`config.mk`:
```
export PLATFORM = sky130hd
export DESIGN_NAME = usc_core
export DESIGN_NICKNAME = d
export VERILOG_FILES = /design/src/usc_pkg.sv /design/src/usc_baud_if.sv /design/src/usc_baud_gen.sv /design/src/usc_core.sv
export VERILOG_INCLUDE_DIRS = /design/src
export SDC_FILE = /design/constraint.sdc
export NUM_CORES = 1
export LEC_CHECK = 0
export BUFFER_PORTS_ARGS = -buffer_cell sky130_fd_sc_hd__buf_2
export CAP_MARGIN = 20
export CORE_ASPECT_RATIO = 1.5
export CORE_MARGIN = 5
export CORE_UTILIZATION = 30
export DETAILED_ROUTE_END_ITERATION = 12
export SYNTH_ARGS = -nofsm -noshare
export SYNTH_HDL_FRONTEND = slang
export SYNTH_HIERARCHICAL = 1
export SYNTH_SLANG_ARGS = --single-unit
```
`constraint.sdc`:
```
create_clock -name i_clk -period 4.1 [get_ports i_clk]
set_input_delay 0.615 -clock i_clk [delete_from_list [all_inputs] [get_ports i_clk]]
set_output_delay 0.615 -clock i_clk [all_outputs]
set_load 0.03 [all_outputs]
```
`src/usc_regs.svh`:
```
// constants for the serial transceiver core: oversampling, widths, reset values
// assumes inclusion by bare name from the package
`ifndef USC_REGS_SVH
`define USC_REGS_SVH
`define USC_OS_NORMAL  5'h10
`define USC_OS_DOUBLE  5'h08
`define USC_PERIOD_W   12
`define USC_CNT_W      20
`define USC_FRAC_W     7
`define USC_SPI_BITS   4'h8
`define USC_MAX_BITS   4'h9
`define USC_FLT_RST    3'h7
`endif

```
`src/usc_pkg.sv`:
```
// types shared by the serial transceiver core and its rate generator
// assumes usc_regs.svh on the include path
package usc_pkg;
  `include "usc_regs.svh"
  // clock generation modes, one-hot
  typedef enum logic [3:0] {
    USC_ASYNC    = 4'h1,
    USC_SYNC_MST = 4'h2,
    USC_SYNC_SLV = 4'h4,
    USC_SPI_MST  = 4'h8
  } usc_mode_t;
  typedef enum logic [1:0] {TX_IDLE = 2'h1, TX_SHIFT = 2'h2} usc_tx_st_t;
  typedef enum logic [2:0] {RX_IDLE = 3'h1, RX_START = 3'h2, RX_DATA = 3'h4} usc_rx_st_t;
  // one receive buffer entry
  typedef struct packed {
    logic       perr;
    logic       ferr;
    logic [8:0] data;
  } usc_rx_ent_t;
endpackage : usc_pkg

```
`src/usc_baud_if.sv`:
```
// carrier between the core and its fractional rate generator
// assumes one clock shared by both ends
`timescale 1ns/1ps
interface usc_baud_if;
  logic [11:0]       period;
  logic signed [3:0] exponent;
  logic              sync_mode;
  logic              tick;
  modport gen  (input period, exponent, sync_mode, output tick);
  modport core (output period, exponent, sync_mode, input tick);
endinterface : usc_baud_if

```
`src/usc_baud_gen.sv`:
```
// fractional rate generator: down-counter giving one tick per expiry
// assumes synchronised active-low reset from the core
`timescale 1ns/1ps
module usc_baud_gen (
  // clock and reset
  input  wire logic i_clk,
  input  wire logic i_rst_n,
  // settings in, tick out
  usc_baud_if.gen   bif
);
  import usc_pkg::*;
  typedef struct packed {
    logic [`USC_CNT_W-1:0]  cnt;
    logic [`USC_FRAC_W-1:0] acc;
    logic                   tick;
  } usc_gen_st_t;
  usc_gen_st_t st_q, st_d;
  logic [2:0]  mag;
  logic [6:0]  frac;
  logic [7:0]  sum;

  // reload and fractional carry
  always_comb begin
    st_d      = st_q;
    st_d.tick = 1'b0;
    mag  = bif.exponent[3] ? 3'(-bif.exponent) : bif.exponent[2:0];
    frac = 7'((bif.period & ((12'h1 << mag) - 12'h1)) << (3'h7 - mag));
    sum  = {1'b0, st_q.acc} + {1'b0, frac};
    if (st_q.cnt == 20'h0) begin
      st_d.tick = 1'b1;
      if (bif.sync_mode) begin
        st_d.cnt = {8'h0, bif.period};
      end else if (!bif.exponent[3]) begin
        st_d.cnt = 20'((({8'h0, bif.period} + 20'h1) << mag) - 20'h1);
      end else begin
        st_d.acc = sum[6:0];
        st_d.cnt = {8'h0, bif.period >> mag} + {19'h0, sum[7]};
      end
    end else begin
      st_d.cnt = st_q.cnt - 20'h1;
    end
  end

  // state register
  always_ff @(posedge i_clk or negedge i_rst_n) begin
    if (!i_rst_n) begin
      st_q <= '0;
    end else begin
      st_q <= st_d;
    end
  end

  assign bif.tick = st_q.tick;
endmodule : usc_baud_gen

```
`src/usc_core.sv`:
```
// serial transceiver core: rate generation, buffered transmitter and receiver
// assumes synchronous pin inputs and software keeping its setting limits
// Behaviour
// - normal speed rate is clock over 16 times scaled period plus one.
// - double speed uses factor 8 instead of 16.
// - synchronous and SPI master rate is clock over twice period plus one.
// - synchronous up to half clock, asynchronous up to one eighth.
// - four clock modes from internal generator or external transfer clock.
// - external transfer clock only in synchronous slave mode.
// - double speed halves receiver samples per bit from 16 to 8.
// - frames of five to nine bits, optional parity, one or two stops.
// - one write buffer ahead of the shifter allows gapless frames.
// - two-entry receive buffer; frame, overflow and parity errors detected.
// - one-wire mode shares the receive pin for both directions.
// - SPI master drops start, stop, parity, filter and address logic.
// - separate receive complete, transmit complete and buffer empty events.
// - frame error and overflow flagged separately; parity optional.
// - receiver majority filter and false start bit rejection.
// - unaddressed multiprocessor receiver discards frames.
// - external frame length counter sets the data bit count.
`timescale 1ns/1ps
module usc_core (
  // clock and reset
  input  wire logic               i_clk,
  input  wire logic               i_arst_n,
  // configuration
  input  wire usc_pkg::usc_mode_t i_clock_mode,
  input  wire logic               i_double_speed_select,
  input  wire logic [11:0]        i_baud_period_setting,
  input  wire logic signed [3:0]  i_baud_scale_exponent,
  input  wire logic               i_tx_enable,
  input  wire logic               i_rx_enable,
  input  wire logic [3:0]         i_char_bits,
  input  wire logic               i_parity_en,
  input  wire logic               i_parity_odd,
  input  wire logic               i_two_stop,
  input  wire logic               i_msb_first,
  input  wire logic               i_one_wire,
  input  wire logic               i_multiproc,
  input  wire logic               i_ext_len_en,
  input  wire logic [3:0]         i_frame_length_counter,
  // transmit write port
  input  wire logic               i_tx_valid,
  input  wire logic [8:0]         i_tx_data,
  output logic                    o_tx_ready,
  // receive read port
  output logic                    o_rx_valid,
  input  wire logic               i_rx_ready,
  output logic [8:0]              o_rx_data,
  output logic                    o_rx_frame_err,
  output logic                    o_rx_parity_err,
  output logic                    o_rx_overflow,
  // events
  output logic                    o_rx_complete,
  output logic                    o_tx_complete,
  input  wire logic               i_tx_complete_clr,
  output logic                    o_data_empty,
  // serial pins
  output logic                    o_txd,
  input  wire logic               i_rxd,
  output logic                    o_rxd_out,
  output logic                    o_rxd_oe,
  input  wire logic               i_xck,
  output logic                    o_xck,
  output logic                    o_xck_oe
);
  import usc_pkg::*;

  typedef struct packed {
    usc_tx_st_t            tx_st;
    logic                  tx_full;
    logic [8:0]            tx_buf;
    logic [12:0]           tx_sh;
    logic [3:0]            tx_idx;
    logic [3:0]            tx_len;
    logic [4:0]            tx_os;
    logic                  tx_done;
    logic                  transfer_clock_pin;
    logic                  xck_in_q;
    usc_rx_st_t            rx_st;
    logic [2:0]            flt;
    logic [10:0]           rx_sh;
    logic [3:0]            rx_idx;
    logic [4:0]            rx_os;
    usc_rx_ent_t [1:0]     ent;
    logic                  wr;
    logic                  rd;
    logic [1:0]            cnt;
    logic                  ovf;
  } usc_core_st_t;

  usc_core_st_t st_q, st_d;
  logic [1:0]   rst_q;
  logic         rst_n;
  logic         is_spi, is_slv, is_mst, is_sync, par, tick;
  logic         tx_busy, tx_go, tx_last, rise, fall, mchg, chg, maj, line;
  logic [3:0]   n_bits, target;
  logic [4:0]   os_n;
  logic [16:0]  bf;
  logic         take, fin, drop, pop, val;
  logic [3:0]   pos;
  usc_rx_ent_t  word;

  usc_baud_if bif ();

  // fractional rate generator
  usc_baud_gen u_gen (
    .i_clk   (i_clk),
    .i_rst_n (rst_n),
    .bif     (bif.gen)
  );

  // low n bits set
  function automatic logic [10:0] mask11(input logic [3:0] n);
    return 11'((12'h1 << n) - 12'h1);
  endfunction : mask11

  // bit reversal for msb-first SPI
  function automatic logic [7:0] rev8(input logic [7:0] d);
    logic [7:0] r;
    for (int i = 0; i < 8; i++) r[i] = d[7 - i];
    return r;
  endfunction : rev8

  // data bit count limited to 1..9
  function automatic logic [3:0] len_clamp(input logic [3:0] v);
    return (v == 4'h0) ? 4'h1 : ((v > `USC_MAX_BITS) ? `USC_MAX_BITS : v);
  endfunction : len_clamp

  // frame bits lsb first, with length on top
  function automatic logic [16:0] build_frame(input logic [8:0] d, input logic [3:0] n,
                                              input logic p, input logic spi);
    logic [12:0] f;
    logic [3:0]  len;
    logic [8:0]  dd;
    dd  = d & 9'(mask11(n));
    f   = 13'h1FFF;
    if (spi) begin
      if (i_msb_first && !i_ext_len_en) dd = {1'b0, rev8(d[7:0])};
      f[8:0] = dd;
      len    = n;
    end else begin
      f[0] = 1'b0;
      for (int i = 0; i < 9; i++) if (4'(i) < n) f[i + 1] = dd[i];
      if (p) f[n + 4'h1] = (^dd) ^ i_parity_odd;
      len = 4'(n + {3'h0, p} + 4'h2 + {3'h0, i_two_stop});
    end
    return {len, f};
  endfunction : build_frame

  // reset release through two flops
  always_ff @(posedge i_clk or negedge i_arst_n) begin
    if (!i_arst_n) begin
      rst_q <= 2'h0;
    end else begin
      rst_q <= {rst_q[0], 1'b1};
    end
  end
  assign rst_n = rst_q[1];

  // mode decode and frame shape
  assign is_spi  = (i_clock_mode == USC_SPI_MST);
  assign is_slv  = (i_clock_mode == USC_SYNC_SLV);
  assign is_mst  = (i_clock_mode == USC_SYNC_MST) | is_spi;
  assign is_sync = is_mst | is_slv;
  assign n_bits  = i_ext_len_en ? len_clamp(i_frame_length_counter)
                 : (is_spi ? `USC_SPI_BITS : len_clamp(i_char_bits));
  assign par     = i_parity_en & ~is_spi & ~i_ext_len_en;
  assign target  = is_spi ? n_bits : 4'(n_bits + {3'h0, par} + 4'h1);
  assign os_n    = i_double_speed_select ? `USC_OS_DOUBLE : `USC_OS_NORMAL;
  assign bf      = build_frame(st_q.tx_buf, n_bits, par, is_spi);

  // generator settings
  assign bif.period    = i_baud_period_setting;
  assign bif.exponent  = i_baud_scale_exponent;
  assign bif.sync_mode = is_sync;
  assign tick          = bif.tick;

  // bit timing events
  assign tx_busy = (st_q.tx_st == TX_SHIFT);
  assign tx_go   = st_q.tx_full & i_tx_enable;
  assign tx_last = tx_busy & (st_q.tx_idx == st_q.tx_len - 4'h1);
  assign mchg    = is_mst & tick & ~st_q.transfer_clock_pin & (tx_busy | tx_go);
  assign rise    = is_slv & ~st_q.xck_in_q & i_xck;
  assign fall    = is_slv ? (st_q.xck_in_q & ~i_xck) : (is_mst & tick & st_q.transfer_clock_pin);
  assign chg     = is_slv ? rise : (is_mst ? mchg : tick & (~tx_busy | (st_q.tx_os == os_n - 5'h1)));
  assign maj     = (st_q.flt[0] & st_q.flt[1]) | (st_q.flt[0] & st_q.flt[2]) | (st_q.flt[1] & st_q.flt[2]);
  assign pop     = (st_q.cnt != 2'h0) & i_rx_ready;

  // next state
  always_comb begin
    st_d = st_q;
    take = 1'b0;
    pos  = st_q.rx_idx;
    val  = is_spi ? i_rxd : maj;
    fin  = 1'b0;
    drop = 1'b0;
    word = '0;
    // transmit complete clear, set below wins
    if (i_tx_complete_clr) st_d.tx_done = 1'b0;
    // async oversample count per bit
    if (tick && tx_busy && !is_sync) st_d.tx_os = (st_q.tx_os == os_n - 5'h1) ? 5'h0 : st_q.tx_os + 5'h1;
    // shift, reload or finish
    if (chg) begin
      if (tx_busy && !tx_last) begin
        st_d.tx_sh  = {1'b1, st_q.tx_sh[12:1]};
        st_d.tx_idx = st_q.tx_idx + 4'h1;
      end else if (tx_go) begin
        st_d.tx_sh   = bf[12:0];
        st_d.tx_len  = bf[16:13];
        st_d.tx_idx  = 4'h0;
        st_d.tx_os   = 5'h0;
        st_d.tx_full = 1'b0;
        st_d.tx_st   = TX_SHIFT;
      end else if (tx_busy) begin
        st_d.tx_st   = TX_IDLE;
        st_d.tx_done = 1'b1;
      end
    end
    // write buffer fill
    if (i_tx_valid && !st_q.tx_full) begin
      st_d.tx_buf  = i_tx_data;
      st_d.tx_full = 1'b1;
    end
    // master clock output
    if (!is_mst) begin
      st_d.transfer_clock_pin = 1'b0;
    end else if (tick) begin
      if (st_q.transfer_clock_pin) st_d.transfer_clock_pin = 1'b0;
      else if (mchg && !(tx_last && !tx_go)) st_d.transfer_clock_pin = 1'b1;
    end
    st_d.xck_in_q = i_xck;
    // line low-pass filter
    if (tick) st_d.flt = {st_q.flt[1:0], i_rxd};
    // receiver sequence
    unique case (st_q.rx_st)
      RX_IDLE: begin
        if (is_spi) begin
          if (fall && tx_busy) begin
            take = 1'b1;
            pos  = 4'h0;
          end
        end else if (is_sync) begin
          if (fall && !i_rxd) begin
            st_d.rx_st  = RX_DATA;
            st_d.rx_idx = 4'h0;
          end
        end else if (tick && !maj) begin
          st_d.rx_st = RX_START;
          st_d.rx_os = 5'h0;
        end
      end
      RX_START: begin
        if (tick) begin
          if (st_q.rx_os == (os_n >> 1) - 5'h1) begin
            st_d.rx_st  = maj ? RX_IDLE : RX_DATA;
            st_d.rx_idx = 4'h0;
            st_d.rx_os  = 5'h0;
          end else begin
            st_d.rx_os = st_q.rx_os + 5'h1;
          end
        end
      end
      RX_DATA: begin
        if (is_sync) begin
          take = fall;
          val  = i_rxd;
        end else if (tick) begin
          if (st_q.rx_os == os_n - 5'h1) begin
            take       = 1'b1;
            st_d.rx_os = 5'h0;
          end else begin
            st_d.rx_os = st_q.rx_os + 5'h1;
          end
        end
      end
      default: st_d.rx_st = RX_IDLE;
    endcase
    // store sampled bit
    if (take) begin
      st_d.rx_sh[pos] = val;
      if (pos == target - 4'h1) begin
        fin        = 1'b1;
        st_d.rx_st = RX_IDLE;
      end else begin
        st_d.rx_idx = pos + 4'h1;
        st_d.rx_st  = RX_DATA;
      end
    end
    if (!i_rx_enable) st_d.rx_st = RX_IDLE;
    // received character checks
    word.data = 9'(st_d.rx_sh & mask11(n_bits));
    if (is_spi && i_msb_first && !i_ext_len_en) word.data = {1'b0, rev8(st_d.rx_sh[7:0])};
    word.perr = par & ((^(st_d.rx_sh & mask11(n_bits + 4'h1))) != i_parity_odd);
    word.ferr = ~is_spi & ~st_d.rx_sh[n_bits + {3'h0, par}];
    drop      = i_multiproc & ~is_spi & ~st_d.rx_sh[n_bits - 4'h1];
    // receive buffer read
    if (pop) begin
      st_d.rd  = ~st_q.rd;
      st_d.cnt = st_q.cnt - 2'h1;
      st_d.ovf = 1'b0;
    end
    // receive buffer write or overflow
    if (fin && !drop) begin
      if (st_q.cnt != 2'h2 || pop) begin
        st_d.ent[st_q.wr] = word;
        st_d.wr           = ~st_q.wr;
        st_d.cnt          = st_d.cnt + 2'h1;
      end else begin
        st_d.ovf = 1'b1;
      end
    end
  end

  // state register
  always_ff @(posedge i_clk or negedge rst_n) begin
    if (!rst_n) begin
      st_q       <= '0;
      st_q.tx_st <= TX_IDLE;
      st_q.rx_st <= RX_IDLE;
      st_q.flt   <= `USC_FLT_RST;
    end else begin
      st_q <= st_d;
    end
  end

  // outputs
  assign line            = tx_busy ? st_q.tx_sh[0] : 1'b1;
  assign o_txd           = line | i_one_wire;
  assign o_rxd_out       = line;
  assign o_rxd_oe        = i_one_wire & tx_busy;
  assign o_xck           = st_q.transfer_clock_pin;
  assign o_xck_oe        = is_mst;
  assign o_tx_ready      = ~st_q.tx_full;
  assign o_data_empty    = ~st_q.tx_full;
  assign o_tx_complete   = st_q.tx_done;
  assign o_rx_valid      = (st_q.cnt != 2'h0);
  assign o_rx_complete   = (st_q.cnt != 2'h0);
  assign o_rx_data       = st_q.ent[st_q.rd].data;
  assign o_rx_frame_err  = st_q.ent[st_q.rd].ferr;
  assign o_rx_parity_err = st_q.ent[st_q.rd].perr;
  assign o_rx_overflow   = st_q.ovf;
endmodule : usc_core

```
* After elaboration in Yosys (flattened, before gate mapping)
Cells that the tools add are included.
W data, S select, Z words.
** Operators by class
- Add/subtract/negate cells :: 26
- Reduce and logical (&&, ||, !) cells :: 45
- Equality and inequality tests :: 28
- Shift-type cells :: 6
- Bitwise gates (word level) :: 46
- Mux-type cells :: 119
- Magnitude comparators :: 20
** Operators by type and width (count)
- $mux W4 :: 16
- $mux W20 :: 3
- $mux W1 :: 48
- $mux W5 :: 9
- $mux W9 :: 5
- $sub A20 B1 Y20 const B :: 2
- $mux W3 :: 13
- $mux W11 :: 3
- $mux W26 :: 1
- $bwmux W22 :: 1
- $and A1 B1 Y1 :: 21
- $logic_not A20 Y1 :: 1
- $lt A4 B5 Y1 const B :: 4
- $shl A20 B3 Y20 :: 1
- $and A9 B9 Y9 :: 2
- $mux W17 :: 1
- $add A4 B1 Y4 const B :: 4
- $logic_and A1 B1 Y1 :: 16
- $lt A3 B4 Y1 const A :: 4
- $eq A5 B5 Y1 :: 3
- $mux W15 :: 1
- $pmux W5 S3 :: 1
- $add A12 B1 Y13 :: 1
- $add A12 B1 Y13 const B :: 1
- other kinds (69) :: 128
** Storage, ports and cells
- Register bits after elaboration :: 124
- Bits of input ports :: 54
- Word-level logic and storage cells :: 319
- Output and inout bits :: 22

* Depth between registers and ports, before layout
- Word-level depth :: 22
- Depth in mapped cells :: 31
- Depth with buffers taken out :: 24

* Hierarchy
Netlist, hierarchy kept.
** Modules (own cells, without submodules)
- usc_core :: area each 7317.0 um^2, seq. area each 2408.6 um^2, instances 1, cells each 839
- usc_baud_gen :: area each 4468.0 um^2, seq. area each 700.7 um^2, instances 1, cells each 592

* Worst setup path before layout
Ideal clock, no wire load.
- Path type :: input to register
- From :: input i_baud_scale_exponent[0]
- To :: register u_gen/st_q[19] in the netlist's numbering
- Arrival :: 6.513 ns
- Library setup time :: 0.076 ns
- Path buffers :: 7
- Stages :: 31
- Setup slack :: -2.489 ns
- Cell sequence :: buf_2 -> inv_1 -> clkbuf_1 -> buf_1 -> ha_1 -> and2b_1 -> xnor2_2 -> buf_2 -> clkbuf_1 -> clkbuf_1 -> buf_1 -> nand3_1 -> ha_1 -> nand2b_1 -> mux2i_1 -> nand2_1 -> inv_1 -> ha_1 -> a21o_1 -> a21o_1 -> a21o_1 -> a21oi_1 -> nor2b_1 -> o21ai_0 -> nand2b_1 -> ha_1 -> nand4_1 -> nor4_1 -> xor2_1 -> a211o_1 -> o21ai_1
** RTL lines
- from (decl) :: line usc_core.sv:30 : input wire logic signed [3:0] i_baud_scale_exponent,
- to (signal assigned) :: line usc_baud_gen.sv:49 : st_q <= st_d;
- to (decl) :: line usc_baud_gen.sv:17 : usc_gen_st_t st_q, st_d;

==> metrics.csv <==
stage,metric,value,unit
status,status,"finished, violations left",
status,failing checks,setup timing,
global_routing,vias in the first global route,11681,
logic_synthesis,Synth area leaders,"dfrtp_1 25%, xnor2_1 4.8%, ha_1 4.8%",
sta,Max-slew headroom,31.8,%
floorplanning,Ports,76,
route,Vias/cell,5.46,
job,number of max-cap violations,0,
logic_synthesis,Mapped Avg Cell Area,8.24,µm²
placed_design,GPL Wtd Cong,0.927,
sta,final setup violation count,25,
route,final wirelength,38.9,mm
power,sw frac,37.2,%
worst_setup_path,startpoint types,input pin,
finish,Inserted Diodes,0,
finish,Layout Utilization,40.3,%
sta,fmax,235,MHz
clocking,CTS tree,built,
power,Int Pwr,3.77,mW
worst_setup_path,CP Max Fanout,7,
clocking,clk buf depth,2,
logic_synthesis,synthesized flop and latch total,124,
sta,Hold WS,345,ps
logic_synthesis,number of synthesized flops with an enable pin,0,
global_routing,first-pass GRT wire length,60.6,mm
logic_synthesis,Post-synth top cells,"128 x nand2_1, 119 x dfrtp_1, 111 x nor2_1",
power,P_leak,6.78,nW
clocking,Clock Pin Slew Worst Setup and Hold Paths,60,ps
worst_setup_path,Setup CP Type,in -> reg,
route,routed vias,11951,
floorplanning,row count,89,
logic_synthesis,asr flop ratio synth,100,%
power,Logic pwr share,46.1,%
min_path,worst hold path class,in -> reg,
logic_synthesis,Synth warnings,6,
floorplanning,core area,39100,µm²
clocking,clk sink count,124,
placed_design,worst slack at placement,-593,ps
finish,Area Overhead vs Synth,33.7,%
global_routing,antenna violations before repair,0,
finish,share of layout cells above drive strength 1,33.2,%
logic_synthesis,sequential fraction of the synthesis area,26.4,%
global_routing,largest net degree at the start of global routing,123,
worst_setup_path,FF-to-FF path depth,16,
floorplanning,die width,172,µm
logic_synthesis,Synth Cell Area,11800,µm²
route,violation count after the first detailed-route iteration,689,
route,DR WL/cell,17.8,µm
clocking,Clock Latency Late Sink,450,ps
logic_synthesis,dominant cell type by area after synthesis,dfrtp_1,
clocking,CTS buffer count,17,
global_routing,"Remaining Overflow, GRT",0,
worst_setup_path,crit path capture type,flop,
route,Detail Route Antenna Nets,0,
power,Net Sw Power,2.24,mW
sta,Fin Clk Skew,19.2,ps
logic_synthesis,library cells used by synthesis,107,
placed_design,Port Buf Inserts,75,
global_routing,GR Util All Layers,17.4,%
sta,final hold violations,0,
placed_design,hpwl dp,30.0,mm
clocking,clock root buffer,clkbuf_16,
worst_setup_path,Register-to-Register Setup Slack,-80,ps
route,DRC errors left,0,
power,register share of total power,27.3,%
sta,final worst path period need,4250,ps
logic_synthesis,most frequent cell after synthesis,nand2_1,
power,peak supply drop,0.354,mV
finish,post-route cell area,15800,µm²
sta,RSZ-0062 raised after global routing,yes,
worst_setup_path,WP data arrival,4570,ps
route,Detailed Routing Iterations Pass 1,5,
min_path,WHS Path Cells,1,
power,Clk pwr share,26.6,%
sta,Final period util,104,%
placed_design,Placed Area,14600,µm²
logic_synthesis,dominant synthesized flop cell,dfrtp_1,
power,power density over the cells,382,nW/µm²
logic_synthesis,syn_nets,1531,
sta,Final Slew Violations,0,
clocking,H-tree levels,4,
logic_synthesis,Gate Count Post-Synth,1431,
floorplanning,initial core utilization,30.2,%
sta,Final Worst Setup Slack,-148,ps
finish,Final #Nets,1776,
sta,Worst Max-Slew Pin Slew,1020,ps
logic_synthesis,Yosys top cell area share,25.3,%
floorplanning,Die H,253,µm
worst_setup_path,Worst EP required,4420,ps
floorplanning,Die ar.,43400,µm²
per-stage QoR:
step	cells	TNS, ps	total power, mW
finish	2189	-1960	6.01
global route	2189	-7070	6.36
CTS	2172	-1910	5.90
detailed placement	2136	-25690	4.23
global placement	2136	-22530	4.19
floorplan	1431	-27320	3.39
power by group through the flow:
stage	sequential (mW)	clock [mW]	combinational (mW)
6_report	1.64	1.60	2.77
5_1_grt	1.67	1.69	3.00
4_1_cts	1.64	1.64	2.62
3_5_place_dp	1.66	0	2.57
3_3_place_gp	1.65	0	2.54
2_1_floorplan	1.59	0	1.80
flip-flops by register name (all words and copies together) (netlist names):
register        cells
rst_q               2
u_gen/bif.tick      1
o_rx_overflow       1
o_tx_complete       1
u_gen/st_q         27
o_xck               1
st_q               91
cells in the final DEF, fill, tap and decap left out, drive strengths merged, types with 23 or more instances in the layout:
cell and count:
xor2 31, o21ai 85, clkbuf 23, inv 59, nor3 48, nand3 54, a21oi 111, buf 316
a211oi 23, o22ai 25, nand2 129, nand4 25, xnor2 66, nor2 112, mux2 53, ha 45
dfrtp 119, mux2i 41
metal layers:
layer / up-vias / routed length [µm] / track usage [%]
li1: 5740 / - / -
met4: 0 / 2270 / 10.2
met1: 5685 / 14400 / 18.8
met5: - / 0 / 0
met3: 122 / 1680 / 1.99
met2: 404 / 20600 / 32.1
critical path, stage by stage:
cell and delay (ps):
buf_2 120, or4b_4 530, o32a_4 410, nand2b_4 180, nand2_4 80, ha_4 130
inv_2 40, a2111oi_4 220, o21ai_2 120, mux2i_2 170, mux4_2 470, mux2_4 280
o2111a_2 310, nor4_4 260, buf_4 190, buf_12 140, mux2_4 300
final cells by class:
class	instances	area, µm²
clock inverter	10	136
sequential	124	3110
clock buffer	22	494
fill	3941	23300
inverter	60	240
tap	500	626
multi-input combinational	1154	8760
timing repair buffer	319	2380
cells by family after synthesis:
kind of cell,Yosys count,share of synthesized area [%]
AO/OA/AOI/OAI,399,22.9
XOR/XNOR,101,8.05
adder cells (fa/ha/maj),46,4.95
buffers and inverters,153,5.58
flip-flops,124,26.4
multiplexers,99,9.64
other,1,0.0318
AND/OR/NAND/NOR,508,22.4
final timing paths:
check / start / endpoint
min in group asynchronous: rst_q[1] / st_q[6]
hold reg to reg: rst_q[0] / rst_q[1]
max in group asynchronous: rst_q[1] / st_q[27]
hold / removal: i_xck / st_q[53]
setup / recovery: i_clock_mode[1] / st_q[7]
setup reg to reg: u_gen/bif.tick / st_q[7]
timing repair:
item                                    CTS  global route
endpoints found under the setup margin   29            50
gates resized for setup                   7            61
buffers inserted                          2            15
hold endpoints to repair                  2             0
pin swaps                                 2            33
hold buffers                              1             0
gates cloned                              1             1
(Power assumes the default switching activity.)
